--- config.mk ---
export PLATFORM = sky130hd
export DESIGN_NAME = dsp_sram_host_flat
export DESIGN_NICKNAME = d
export VERILOG_FILES = /design/src/dsp_pkg.sv /design/src/dsp_link_if.sv /design/src/dsp_pin_sync.sv /design/src/dsp_sram_host.sv /design/src/flat_wrapper.sv
export SDC_FILE = /design/constraint.sdc
export NUM_CORES = 1
export LEC_CHECK = 0
export ABC_AREA = 0
export BUFFER_PORTS_ARGS = -buffer_cell sky130_fd_sc_hd__clkbuf_2
export CAP_MARGIN = 20
export CORE_MARGIN = 3
export CORE_UTILIZATION = 50
export CTS_BUF_LIST = sky130_fd_sc_hd__clkbuf_8
export DETAILED_ROUTE_END_ITERATION = 8
export PLACE_DENSITY_LB_ADDON = 0.05
export SETUP_SLACK_MARGIN = 0.3
export SLEW_MARGIN = 40
export SYNTH_ARGS = -nofsm -noshare
export SYNTH_HDL_FRONTEND = slang
export SYNTH_SLANG_ARGS = --single-unit
--- constraint.sdc ---
create_clock -name clk_sys_i -period 2.4 [get_ports clk_sys_i]
set_input_delay 0.24 -clock clk_sys_i [delete_from_list [all_inputs] [get_ports clk_sys_i]]
set_output_delay 0.24 -clock clk_sys_i [all_outputs]
set_load 0.1 [all_outputs]
--- src/dsp_pkg.sv ---
// shared constants and types for the ddr sio sram port ends
// assumes: both ends and the link interface import nothing
package dsp_pkg;
  // ----------
  // geometry
  // ----------
  localparam int WORD_W = 18;
  localparam int LANE_W = 9;
  localparam int LANES = 2;
  localparam int ADDR_W = 19;
  localparam int N_BANK = 1;
  localparam int IMP_W = 5;
  // ----------
  // timing
  // ----------
  localparam int CLK_NS = 4;
  localparam int STOP_NS = 30;
  localparam int STOP_CYC = (STOP_NS + CLK_NS - 1) / CLK_NS;
  localparam int LOCK_CYC = 1024;
  localparam int IMP_CYC = 1024;
  localparam int STRAP_WAIT = 6;
  localparam int K_HALF = 10;
  // ----------
  // host register map
  // ----------
  localparam logic [7:0] REG_CTRL = 8'h00;
  localparam logic [7:0] REG_ADDR = 8'h04;
  localparam logic [7:0] REG_WD0 = 8'h08;
  localparam logic [7:0] REG_WD1 = 8'h0C;
  localparam logic [7:0] REG_RD0 = 8'h10;
  localparam logic [7:0] REG_RD1 = 8'h14;
  localparam logic [7:0] REG_STAT = 8'h18;
  localparam int CTRL_GO = 0;
  localparam int CTRL_RD = 1;
  localparam int CTRL_BE = 4;
  localparam int CTRL_BANK = 8;
  localparam int STAT_BUSY = 0;
  localparam int STAT_RDV = 1;
  localparam logic [1:0] RESP_OKAY = 2'h0;
  localparam logic [1:0] RESP_SLVERR = 2'h2;
  // host sequencer states
  typedef enum logic [4:0] {
    HS_IDLE = 5'h01,
    HS_CMD = 5'h02,
    HS_WD0 = 5'h04,
    HS_WD1 = 5'h08,
    HS_RWAIT = 5'h10
  } dsp_host_st_t;
endpackage : dsp_pkg

--- src/dsp_link_if.sv ---
// link between the sram device end and the controller end
// assumes: the bench joins both ends through one instance
`timescale 1ns/10ps
interface dsp_link_if #(
  parameter int N_BANK = dsp_pkg::N_BANK,
  parameter int ADDR_W = dsp_pkg::ADDR_W,
  parameter int WORD_W = dsp_pkg::WORD_W,
  parameter int LANES = dsp_pkg::LANES
);
  // input and output timing clocks
  logic k;
  logic kn;
  logic c;
  logic cn;
  // command, address, write data
  logic [N_BANK-1:0] access_select_n;
  logic rd_not_wr;
  logic [ADDR_W-1:0] addr;
  logic [WORD_W-1:0] wr_data;
  logic [LANES-1:0] byte_lane_enable_n;
  logic delay_loop_off_n;
  // read data and echoes
  logic [WORD_W-1:0] rd_data;
  logic rd_data_oe;
  logic echo_strobe_pos;
  logic echo_strobe_neg;
  modport host (
    output k, kn, c, cn, access_select_n, rd_not_wr, addr, wr_data,
    output byte_lane_enable_n, delay_loop_off_n,
    input rd_data, rd_data_oe, echo_strobe_pos, echo_strobe_neg
  );
  modport dev (
    input k, kn, c, cn, access_select_n, rd_not_wr, addr, wr_data,
    input byte_lane_enable_n, delay_loop_off_n,
    output rd_data, rd_data_oe, echo_strobe_pos, echo_strobe_neg
  );
endinterface : dsp_link_if

--- src/dsp_pin_sync.sv ---
// two-stage synchroniser for a bus of pin inputs
// assumes: each bit is a level; stage one feeds only stage two
`timescale 1ns/10ps
module dsp_pin_sync #(
  parameter int W = 1
) (
  // clock and reset
  input wire logic clk_sys_i,
  input wire logic rst_n_i,
  // pins and synchronised copy
  input wire logic [W-1:0] pin_i,
  output logic [W-1:0] sync_o
);
  typedef struct packed {
    logic [W-1:0] s1;
    logic [W-1:0] s2;
  } dsp_sync_st_t;
  dsp_sync_st_t s;
  dsp_sync_st_t next_s;

  // shift pins through both stages
  always_comb begin
    next_s.s1 = pin_i;
    next_s.s2 = s.s1;
  end

  always_ff @(posedge clk_sys_i or negedge rst_n_i) begin
    if (!rst_n_i) begin
      s <= '0;
    end else begin
      s <= next_s;
    end
  end

  assign sync_o = s.s2;
endmodule : dsp_pin_sync

--- src/dsp_sram_host.sv ---
// controller end: axi4-lite registers drive single sram accesses
// assumes: axi master on clk_sys_i; straps are static levels
`timescale 1ns/10ps
module dsp_sram_host #(
  parameter int ADDR_W = dsp_pkg::ADDR_W,
  parameter int WORD_W = dsp_pkg::WORD_W,
  parameter int LANES = dsp_pkg::LANES,
  parameter int N_BANK = dsp_pkg::N_BANK
) (
  // clock and reset
  input wire logic clk_sys_i,
  input wire logic rst_n_i,
  // axi4-lite slave
  input wire logic [7:0] s_axi_awaddr,
  input wire logic s_axi_awvalid,
  output logic s_axi_awready,
  input wire logic [31:0] s_axi_wdata,
  input wire logic s_axi_wvalid,
  output logic s_axi_wready,
  output logic [1:0] s_axi_bresp,
  output logic s_axi_bvalid,
  input wire logic s_axi_bready,
  input wire logic [7:0] s_axi_araddr,
  input wire logic s_axi_arvalid,
  output logic s_axi_arready,
  output logic [31:0] s_axi_rdata,
  output logic [1:0] s_axi_rresp,
  output logic s_axi_rvalid,
  input wire logic s_axi_rready,
  // board straps
  input wire logic single_clock_i,
  input wire logic delay_loop_off_n_i,
  // link to the sram
  dsp_link_if.host lnk
);
  localparam int BW = 2 * WORD_W;
  localparam int SW = 4 + WORD_W;
  localparam int KW = $clog2(dsp_pkg::K_HALF);

  typedef struct packed {
    dsp_pkg::dsp_host_st_t st;
    logic [KW-1:0] kcnt;
    logic k, kn, c, cn, delay_loop_off_n_n;
    logic [N_BANK-1:0] ld_n;
    logic rw;
    logic [ADDR_W-1:0] addr;
    logic [WORD_W-1:0] d;
    logic [LANES-1:0] be_n;
    logic go, c_rd;
    logic [7:0] c_bank;
    logic [2*LANES-1:0] c_be_n;
    logic [ADDR_W-1:0] c_addr;
    logic [BW-1:0] c_wd, rdat;
    logic rdv, ncap, cq_p, cqn_p;
    logic awr, bv, arr, rv;
    logic [1:0] bresp, rresp;
    logic [31:0] rdata;
  } dsp_host_reg_t;

  dsp_host_reg_t s;
  dsp_host_reg_t next_s;
  logic [SW-1:0] sy;
  logic sing_s, delay_loop_off_n_s, qoe_s, cq_s, cqn_s, pre_r, pre_f, busy;
  logic [WORD_W-1:0] q_s;

  dsp_pin_sync #(.W(SW)) u_sync (
    .clk_sys_i(clk_sys_i),
    .rst_n_i(rst_n_i),
    .pin_i({lnk.rd_data, lnk.rd_data_oe, lnk.echo_strobe_pos,
      lnk.echo_strobe_neg, single_clock_i}),
    .sync_o(sy)
  );
  assign {q_s, qoe_s, cq_s, cqn_s, sing_s} = sy;

  // strap for the loop is held, not timed
  dsp_pin_sync #(.W(1)) u_delay_loop_off_n (
    .clk_sys_i(clk_sys_i),
    .rst_n_i(rst_n_i),
    .pin_i(delay_loop_off_n_i),
    .sync_o(delay_loop_off_n_s)
  );

  always_comb begin
    next_s = s;
    busy = s.go || s.st != dsp_pkg::HS_IDLE;
    pre_r = !s.k && s.kcnt == KW'(dsp_pkg::K_HALF / 2);
    pre_f = s.k && s.kcnt == KW'(dsp_pkg::K_HALF / 2);
    next_s.kcnt = s.kcnt + 1'b1;
    if (s.kcnt == KW'(dsp_pkg::K_HALF - 1)) begin
      next_s.kcnt = '0;
      next_s.k = ~s.k;
    end
    next_s.kn = ~next_s.k;
    // single clock holds c and cn high
    next_s.c = sing_s | next_s.k;
    next_s.cn = sing_s | ~next_s.k;
    next_s.delay_loop_off_n_n = delay_loop_off_n_s;
    next_s.cq_p = cq_s;
    next_s.cqn_p = cqn_s;

    // axi write: address and data taken together
    next_s.awr = !s.awr && !s.bv && s_axi_awvalid && s_axi_wvalid;
    if (s.awr) begin
      next_s.bv = 1'b1;
      next_s.bresp = dsp_pkg::RESP_OKAY;
      if (s_axi_awaddr == dsp_pkg::REG_CTRL) begin
        if (!busy) begin
          next_s.go = s_axi_wdata[dsp_pkg::CTRL_GO];
          next_s.c_rd = s_axi_wdata[dsp_pkg::CTRL_RD];
          next_s.c_be_n = s_axi_wdata[dsp_pkg::CTRL_BE +: 2*LANES];
          next_s.c_bank = s_axi_wdata[dsp_pkg::CTRL_BANK +: 8];
        end
      end else if (s_axi_awaddr == dsp_pkg::REG_ADDR) begin
        next_s.c_addr = s_axi_wdata[ADDR_W-1:0];
      end else if (s_axi_awaddr == dsp_pkg::REG_WD0) begin
        next_s.c_wd[WORD_W-1:0] = s_axi_wdata[WORD_W-1:0];
      end else if (s_axi_awaddr == dsp_pkg::REG_WD1) begin
        next_s.c_wd[BW-1:WORD_W] = s_axi_wdata[WORD_W-1:0];
      end else begin
        next_s.bresp = dsp_pkg::RESP_SLVERR;
      end
    end else if (s.bv && s_axi_bready) begin
      next_s.bv = 1'b0;
    end

    // axi read
    next_s.arr = !s.arr && !s.rv && s_axi_arvalid;
    if (s.arr) begin
      next_s.rv = 1'b1;
      next_s.rresp = dsp_pkg::RESP_OKAY;
      next_s.rdata = '0;
      if (s_axi_araddr == dsp_pkg::REG_CTRL) begin
        next_s.rdata = {16'h0000, s.c_bank, s.c_be_n, 2'h0, s.c_rd, s.go};
      end else if (s_axi_araddr == dsp_pkg::REG_ADDR) begin
        next_s.rdata = 32'(s.c_addr);
      end else if (s_axi_araddr == dsp_pkg::REG_WD0) begin
        next_s.rdata = 32'(s.c_wd[WORD_W-1:0]);
      end else if (s_axi_araddr == dsp_pkg::REG_WD1) begin
        next_s.rdata = 32'(s.c_wd[BW-1:WORD_W]);
      end else if (s_axi_araddr == dsp_pkg::REG_RD0) begin
        next_s.rdata = 32'(s.rdat[WORD_W-1:0]);
      end else if (s_axi_araddr == dsp_pkg::REG_RD1) begin
        next_s.rdata = 32'(s.rdat[BW-1:WORD_W]);
      end else if (s_axi_araddr == dsp_pkg::REG_STAT) begin
        next_s.rdata = {30'h00000000, s.rdv, busy};
      end else begin
        next_s.rresp = dsp_pkg::RESP_SLVERR;
      end
    end else if (s.rv && s_axi_rready) begin
      next_s.rv = 1'b0;
    end

    // access sequencer, pins change mid half-period
    case (s.st)
      dsp_pkg::HS_IDLE: begin
        if (s.go && pre_r) begin
          next_s.ld_n = ~(N_BANK'(1) << s.c_bank);
          next_s.rw = s.c_rd;
          next_s.addr = s.c_addr;
          next_s.go = 1'b0;
          next_s.rdv = 1'b0;
          next_s.st = dsp_pkg::HS_CMD;
        end
      end
      dsp_pkg::HS_CMD: begin
        if (pre_r) begin
          next_s.ld_n = '1;
          next_s.ncap = 1'b0;
          next_s.st = s.rw ? dsp_pkg::HS_RWAIT : dsp_pkg::HS_WD0;
          if (!s.rw) begin
            next_s.d = s.c_wd[WORD_W-1:0];
            next_s.be_n = s.c_be_n[LANES-1:0];
          end
        end
      end
      dsp_pkg::HS_WD0: begin
        if (pre_f) begin
          next_s.d = s.c_wd[BW-1:WORD_W];
          next_s.be_n = s.c_be_n[2*LANES-1:LANES];
          next_s.st = dsp_pkg::HS_WD1;
        end
      end
      dsp_pkg::HS_WD1: begin
        if (pre_r) begin
          next_s.be_n = '1;
          next_s.st = dsp_pkg::HS_IDLE;
        end
      end
      dsp_pkg::HS_RWAIT: begin
        if (qoe_s && ((cq_s && !s.cq_p) || (cqn_s && !s.cqn_p))) begin
          next_s.ncap = 1'b1;
          if (!s.ncap) begin
            next_s.rdat[WORD_W-1:0] = q_s;
          end else begin
            next_s.rdat[BW-1:WORD_W] = q_s;
            next_s.rdv = 1'b1;
            next_s.st = dsp_pkg::HS_IDLE;
          end
        end
      end
      default: begin
        next_s.st = dsp_pkg::HS_IDLE;
      end
    endcase
  end

  always_ff @(posedge clk_sys_i or negedge rst_n_i) begin
    if (!rst_n_i) begin
      s <= '{st: dsp_pkg::HS_IDLE, kn: 1'b1, c: 1'b1, cn: 1'b1,
        ld_n: '1, be_n: '1, c_be_n: '1, default: '0};
    end else begin
      s <= next_s;
    end
  end

  // outputs straight from state
  assign lnk.k = s.k;
  assign lnk.kn = s.kn;
  assign lnk.c = s.c;
  assign lnk.cn = s.cn;
  assign lnk.access_select_n = s.ld_n;
  assign lnk.rd_not_wr = s.rw;
  assign lnk.addr = s.addr;
  assign lnk.wr_data = s.d;
  assign lnk.byte_lane_enable_n = s.be_n;
  assign lnk.delay_loop_off_n = s.delay_loop_off_n_n;
  assign s_axi_awready = s.awr;
  assign s_axi_wready = s.awr;
  assign s_axi_bvalid = s.bv;
  assign s_axi_bresp = s.bresp;
  assign s_axi_arready = s.arr;
  assign s_axi_rvalid = s.rv;
  assign s_axi_rresp = s.rresp;
  assign s_axi_rdata = s.rdata;
endmodule : dsp_sram_host

--- src/flat_wrapper.sv ---
// flat-port wrapper written by rule: the top's interface ports become plain ports
module dsp_sram_host_flat 
#(
  parameter int ADDR_W = dsp_pkg::ADDR_W,
  parameter int WORD_W = dsp_pkg::WORD_W,
  parameter int LANES = dsp_pkg::LANES,
  parameter int N_BANK = dsp_pkg::N_BANK
)
  (clk_sys_i, rst_n_i, s_axi_awaddr, s_axi_awvalid, s_axi_awready, s_axi_wdata, s_axi_wvalid, s_axi_wready, s_axi_bresp, s_axi_bvalid, s_axi_bready, s_axi_araddr, s_axi_arvalid, s_axi_arready, s_axi_rdata, s_axi_rresp, s_axi_rvalid, s_axi_rready, single_clock_i, delay_loop_off_n_i, lnk_k, lnk_kn, lnk_c, lnk_cn, lnk_access_select_n, lnk_rd_not_wr, lnk_addr, lnk_wr_data, lnk_byte_lane_enable_n, lnk_delay_loop_off_n, lnk_rd_data, lnk_rd_data_oe, lnk_echo_strobe_pos, lnk_echo_strobe_neg);
  dsp_link_if #(.N_BANK(N_BANK), .ADDR_W(ADDR_W), .WORD_W(WORD_W), .LANES(LANES)) lnk_i ();
  input wire logic clk_sys_i;
  input wire logic rst_n_i;
  input wire logic [7:0] s_axi_awaddr;
  input wire logic s_axi_awvalid;
  output logic s_axi_awready;
  input wire logic [31:0] s_axi_wdata;
  input wire logic s_axi_wvalid;
  output logic s_axi_wready;
  output logic [1:0] s_axi_bresp;
  output logic s_axi_bvalid;
  input wire logic s_axi_bready;
  input wire logic [7:0] s_axi_araddr;
  input wire logic s_axi_arvalid;
  output logic s_axi_arready;
  output logic [31:0] s_axi_rdata;
  output logic [1:0] s_axi_rresp;
  output logic s_axi_rvalid;
  input wire logic s_axi_rready;
  input wire logic single_clock_i;
  input wire logic delay_loop_off_n_i;
  output wire logic [$bits(lnk_i.k)-1:0] lnk_k;
  output wire logic [$bits(lnk_i.kn)-1:0] lnk_kn;
  output wire logic [$bits(lnk_i.c)-1:0] lnk_c;
  output wire logic [$bits(lnk_i.cn)-1:0] lnk_cn;
  output wire logic [$bits(lnk_i.access_select_n)-1:0] lnk_access_select_n;
  output wire logic [$bits(lnk_i.rd_not_wr)-1:0] lnk_rd_not_wr;
  output wire logic [$bits(lnk_i.addr)-1:0] lnk_addr;
  output wire logic [$bits(lnk_i.wr_data)-1:0] lnk_wr_data;
  output wire logic [$bits(lnk_i.byte_lane_enable_n)-1:0] lnk_byte_lane_enable_n;
  output wire logic [$bits(lnk_i.delay_loop_off_n)-1:0] lnk_delay_loop_off_n;
  input wire logic [$bits(lnk_i.rd_data)-1:0] lnk_rd_data;
  input wire logic [$bits(lnk_i.rd_data_oe)-1:0] lnk_rd_data_oe;
  input wire logic [$bits(lnk_i.echo_strobe_pos)-1:0] lnk_echo_strobe_pos;
  input wire logic [$bits(lnk_i.echo_strobe_neg)-1:0] lnk_echo_strobe_neg;
  assign lnk_k = lnk_i.k;
  assign lnk_kn = lnk_i.kn;
  assign lnk_c = lnk_i.c;
  assign lnk_cn = lnk_i.cn;
  assign lnk_access_select_n = lnk_i.access_select_n;
  assign lnk_rd_not_wr = lnk_i.rd_not_wr;
  assign lnk_addr = lnk_i.addr;
  assign lnk_wr_data = lnk_i.wr_data;
  assign lnk_byte_lane_enable_n = lnk_i.byte_lane_enable_n;
  assign lnk_delay_loop_off_n = lnk_i.delay_loop_off_n;
  assign lnk_i.rd_data = lnk_rd_data;
  assign lnk_i.rd_data_oe = lnk_rd_data_oe;
  assign lnk_i.echo_strobe_pos = lnk_echo_strobe_pos;
  assign lnk_i.echo_strobe_neg = lnk_echo_strobe_neg;
  dsp_sram_host #(.ADDR_W(ADDR_W), .WORD_W(WORD_W), .LANES(LANES), .N_BANK(N_BANK)) u_core (.clk_sys_i(clk_sys_i), .rst_n_i(rst_n_i), .s_axi_awaddr(s_axi_awaddr), .s_axi_awvalid(s_axi_awvalid), .s_axi_awready(s_axi_awready), .s_axi_wdata(s_axi_wdata), .s_axi_wvalid(s_axi_wvalid), .s_axi_wready(s_axi_wready), .s_axi_bresp(s_axi_bresp), .s_axi_bvalid(s_axi_bvalid), .s_axi_bready(s_axi_bready), .s_axi_araddr(s_axi_araddr), .s_axi_arvalid(s_axi_arvalid), .s_axi_arready(s_axi_arready), .s_axi_rdata(s_axi_rdata), .s_axi_rresp(s_axi_rresp), .s_axi_rvalid(s_axi_rvalid), .s_axi_rready(s_axi_rready), .single_clock_i(single_clock_i), .delay_loop_off_n_i(delay_loop_off_n_i), .lnk(lnk_i));
endmodule
* After elaboration in Yosys (flattened, before gate mapping)
Index checks and enable logic that the tools add are counted.
Widths: inputs -> output; s select.
** Storage, ports and cells
- Bits in registers :: 250
- Output and inout bits :: 87
- Input port bits :: 78
- Word-level logic and storage cells :: 173
** Operators by class
- Mux-type cells :: 57
- Reductions and logical operators :: 44
- Shift-type cells :: 1
- $add $sub $neg :: 1
- Bitwise operators :: 10
- Eq/ne operators :: 24
** Operators with widths (number)
- $mux 32 :: 5
- $mux 18 :: 4
- $mux 69 :: 1
- $mux 20 :: 3
- $mux 55 :: 1
- $mux 5 :: 8
- $mux 36 :: 1
- $pmux 18 s2 :: 1
- $eq 8x4->1 const B :: 4
- $mux 14 :: 2
- $mux 2 :: 14
- $pmux 5 s5 :: 1
- $eq 8x5->1 const B :: 3
- $mux 21 :: 1
- $mux 19 :: 1
- $reduce_and 3->1 :: 6
- $eq 8x3->1 const B :: 2
- $logic_not 8->1 :: 2
- $logic_and 1x1->1 :: 13
- $ne 2x1->1 const B :: 6
- $reduce_and 4->1 :: 3
- $reduce_bool 2->1 :: 6
- $mux 1 :: 10
- $reduce_and 5->1 :: 2
- other kinds (20) :: 37

* Longest topological paths before layout
- Word-level depth :: 9
- Depth in mapped cells :: 7
- Depth with buffers taken out :: 5

* By module
From an unflattened synthesis, not the netlist that was laid out.
** Second synthesis, totals
- Cell total of the unflattened synthesis :: 803
- Area total of the unflattened synthesis :: 10397.5 µm²
** Modules (own cells, without submodules)
- dsp_sram_host :: instances 1, sequential area each 4743.3 µm², cells each 757, area each 9246.4 µm²
- dsp_pin_sync at u_core.u_sync :: instances 1, sequential area each 1101.1 µm², cells each 44, area each 1101.1 µm²
- dsp_pin_sync at u_core.u_delay_loop_off_n :: instances 1, sequential area each 50.0 µm², cells each 2, area each 50.0 µm²

* Least setup slack after synthesis
No wires, ideal clock.
- Path type :: register -> register
- Start :: register u_core.s (netlist bit u_core.lnk.k)
- End :: register u_core.s (netlist bit u_core.lnk.wr_data[10])
- Clock period less this slack :: 2409 ps
- Arrival :: 2327 ps
- Cell stages (with the launch flop) :: 7
- Slack :: -9 ps
- Required time :: 2318 ps
- Buffers on the path :: 2
- Library setup time :: 82 ps
- Cell sequence :: dfrtp_1 clkbuf_1 nand4_1 a21oi_1 clkbuf_1 nor2_1 a31oi_1
** On the way
- Cells in the longest elaborated chain, start to end :: 4
- Elaborated cells on any way between the ends :: 6
- Classes of those cells :: eq/ne (2); reduce/logical (4)
** RTL lines
- start, declared :: line dsp_sram_host.sv:60 : dsp_host_reg_t s;
- start signal, assigned :: line dsp_sram_host.sv:209 : s <= '{st: dsp_pkg::HS_IDLE, kn: 1'b1, c: 1'b1, cn: 1'b1,
- start signal, assigned :: line dsp_sram_host.sv:212 : s <= next_s;
- $logic_not 1->1 :: line dsp_sram_host.sv:86 : pre_r = !s.k && s.kcnt == KW'(dsp_pkg::K_HALF / 2);
- $logic_and 1x1->1 :: line dsp_sram_host.sv:86
- $ne 2x1->1 (no line)
- $reduce_and 4->1 (no line) (*)
Mark *: on every way between the ends. The rest lies on a longest branch, timed or not.
A chain may end at the register's enable or synchronous reset.

* Final worst setup path
- Start :: register u_core.s[202] (netlist bit)
- End :: register u_core.s[74] (netlist bit)
** On the way
- Cells in the longest elaborated chain, start to end :: 2
** RTL lines
- $eq 5x5->1 :: line dsp_sram_host.sv:154 : case (s.st)
- $reduce_and 3->1 (no line)
No other way between the ends.

==> out/qor.csv <==
metric,value,unit
outcome,"finished, final reports clean",
drv_slew,0,
vias_per_cell,5.23,
multiInputGateArea,3710,sq um
cp-end-kind,register,
gp_congestion,0.838,
ioPinCount,165,
synth_top_area_share,54.0,%
fin_tns_setup,0,ns
worstPathArrival,2.48,ns
finalHoldViolations,0,
required,2.81,ns
syn-cell-area,10400,sq um
portBuffers,136,
crit_chain,"nor3_4, nand3b_2, or3b_4, or2_4, buf_12, mux2_4",
cts_buffers,41,
synth_edf_count,0,
final_cells,1392,
yosysWarnings,0,
powerDensity,697,nW/um^2
core-area,20300,sq um
setup_viol,0,
layout_common_cells,"dfrtp_1 (220), clkbuf_2 (134), nand2_1 (133), mux2_2 (97), nor2_1 (52)",
rsz0062_at_grt,yes,
fin_nets,1168,
drv_cap,0,
dp_hpwl,17000,um
insertion_delay,0.54,ns
cts_tree,built,
h-tree-depth,2,
critical_path_class,reg2reg,
wirelength,24800,um
seq_area,5900,sq um
worst_ir_drop_vdd,0.436,mV
yosysUniqueCellTypes,61,
yosysTopAreaCell,dfrtp_1,
syn-instance-count,932,
dr.pass1.iters,5,
fp-row-count,52,
die_area,22500,sq um
path_clk_slew,0.05,ns
yosys-top-cells-area,"dfrtp_1 (54%), mux2_2 (11%), buf_4 (5.6%), nand2_1 (4.8%), dfstp_2 (2.8%)",
vias,7286,
ys_seq_area_share,56.8,%
ant_nets,0,
syn2layout_area_growth,19.3,%
overflow,0,
post-route-period-util,86.0,%
wire_per_inst,17.8,um
drt_iter0_drc,387,
layout_commonest_cell,dfrtp_1,
ys_ff_latch,235,
path_buf_inv,1,
fp.dieW,150,um
cp_max_fo,19,
die_h,150,um
slew_headroom,49.5,%
antenna_found_initial,0,
worstSetupStartpointType,register,
fin_skew,0.0151,ns
ys.flop_type,dfrtp_1,
fmax,0.484,GHz
holdCritPathClass,in2reg,
clockRootBuffer,clkbuf_8,
grt_first_pass_wirelength,39800,um
synthArstFlopShare,100,%
grt_use_total,22.5,%
grt_max_degree,82,
route.detailed.drc,0,
critPathTopFamily,simple AND/OR/NAND/NOR gates,
start_util,51.1,%
nFillCells,1761,
max_slew.worst_pin.slew,0.739,ns
cpPeakStageDelay,0.46,ns
syn_area_per_cell,11.1,sq um
crit_slowest_cell,dfrtp_2,
cts.sinks,235,
antenna_cells,0,
leakage,0.00615,uW
grt_pass1_vias,7250,
layout-drive-gt1-share,32.7,%
cts_buffer_depth,3,
placedCellCount,1265,
finalWorstPathRequiredPeriod,2.06,ns
-- final timing paths --
check,startpoint,endpoint,slack [ns],cells past startpoint
worst max-delay path,u_core.s[202]$_DFFE_PN0P_,u_core.s[74]$_DFFE_PN0P_,0.34,6
worst min-delay path,s_axi_wdata[0],u_core.s[98]$_DFFE_PN0P_,0.03,2
worst max register to register,u_core.s[202]$_DFFE_PN0P_,u_core.s[74]$_DFFE_PN0P_,0.34,6
worst min register to register,u_core.u_sync.next_s[13]$_DFF_PN0_,u_core.u_sync.sync_o[13]$_DFF_PN0_,0.34,0
max in group asynchronous,rst_n_i,u_core.s[136]$_DFFE_PN1P_,1.33,3
min in group asynchronous,rst_n_i,u_core.s[115]$_DFFE_PN0P_,0.29,2
-- power by group --
| group | total [uW] | leakage, uW | internal [uW] | switching (uW) |
|---|---|---|---|---|
| registers | 4170 | 0.00309 | 4080 | 91.7 |
| logic | 1040 | 0.00258 | 292 | 745 |
| clock network | 3420 | 0.000483 | 1850 | 1570 |
-- stage by stage --
stage	worst slack, ns	util [%]	cell area [sq um]	hold WS [ns]	power (uW)
floorplan	0.306	-	10400	-0.0556	4920
global placement	0.226	54.5	11100	0.276	5190
detailed placement	0.141	54.5	11100	0.276	5190
CTS	0.331	60.7	12300	0.000796	8740
global route	0.298	61.0	12400	0.00394	9010
finish	0.335	61.0	12400	0.0284	8630
-- kinds of logic (layout without fill, tap and decap cells) --
logic type	after synthesis	after routing	share of synthesized area (%)
AOI/OAI and AO/OA	145	145	8.63
buffers and inverters	142	318	8.23
muxes	117	117	12.9
xor gates and xnor gates	2	2	0.169
DFF	235	235	56.8
and+or+nand+nor	290	290	13.3
other	1	15	0.0361
-- worst reg2reg max path, stage by stage, from the launching register on --
cell and delay [ns]:
dfrtp_2 0.46, nor3_4 0.23, nand3b_2 0.12, or3b_4 0.42
or2_4 0.25, buf_12 0.16, mux2_4 0.32
-- sequential cells by signal, indices dropped and copies added (netlist names) --
register / flops
u_core.s: 118
u_core.u_sync.next_s: 22
u_core.u_sync.sync_o: 22
u_core.lnk.addr: 19
u_core.s_axi_rdata: 19
u_core.lnk.wr_data: 18
u_core.lnk.byte_lane_enable_n: 2
u_core.lnk.access_select_n: 1
u_core.lnk.c: 1
u_core.lnk.cn: 1
u_core.lnk.delay_loop_off_n: 1
u_core.lnk.k: 1
u_core.lnk.kn: 1
u_core.lnk.rd_not_wr: 1
u_core.s_axi_arready: 1
u_core.s_axi_awready: 1
u_core.s_axi_bresp: 1
u_core.s_axi_bvalid: 1
u_core.s_axi_rresp: 1
u_core.s_axi_rvalid: 1
u_core.u_delay_loop_off_n.next_s: 1
u_core.u_delay_loop_off_n.sync_o: 1
-- cells in the mapped netlist (3+ instances only) --
cell type	number
dfrtp_1	224
nand2_1	133
mux2_2	97
buf_4	77
nor2_1	52
o21ai_0	44
clkbuf_1	40
a21oi_1	32
nand3_1	27
nor2b_1	27
a31oi_1	25
inv_1	17
a2111oi_0	12
dfstp_2	11
mux2i_1	11
mux2_4	9
nor3_1	7
nor4_1	7
and3_1	6
nand4_1	5
o22ai_1	5
buf_1	4
nand3b_1	4
nand2b_1	3
nor3b_1	3
o21a_1	3
-- timing repair --
action / CTS / global route
endpoints found under the hold margin: 149 / 0
setup endpoints to repair: 31 / 27
hold buffers: 46 / 0
gates cloned: 0 / 0
setup buffers: 2 / 4
gates resized for setup: 3 / 5
pin swaps: 2 / 1
-- layout make-up --
type | count | area share [%]
tap | 270 | 2.73
timing repair buffer | 226 | 12.8
multi-input combinational | 569 | 30.0
inverter | 17 | 0.515
sequential | 235 | 47.7
clock buffer | 49 | 5.45
clock inverter | 26 | 0.869
-- layer usage --
| metal | GRT usage (%) | vias up | wire length, um |
|---|---|---|---|
| met5 | 0 | - | 0 |
| met4 | 6.31 | 0 | 435 |
| met3 | 3.60 | 39 | 1120 |
| met2 | 34.7 | 189 | 11400 |
| met1 | 33.3 | 3599 | 11800 |
| li1 | - | 3459 | - |
(Power assumes the default switching activity.)
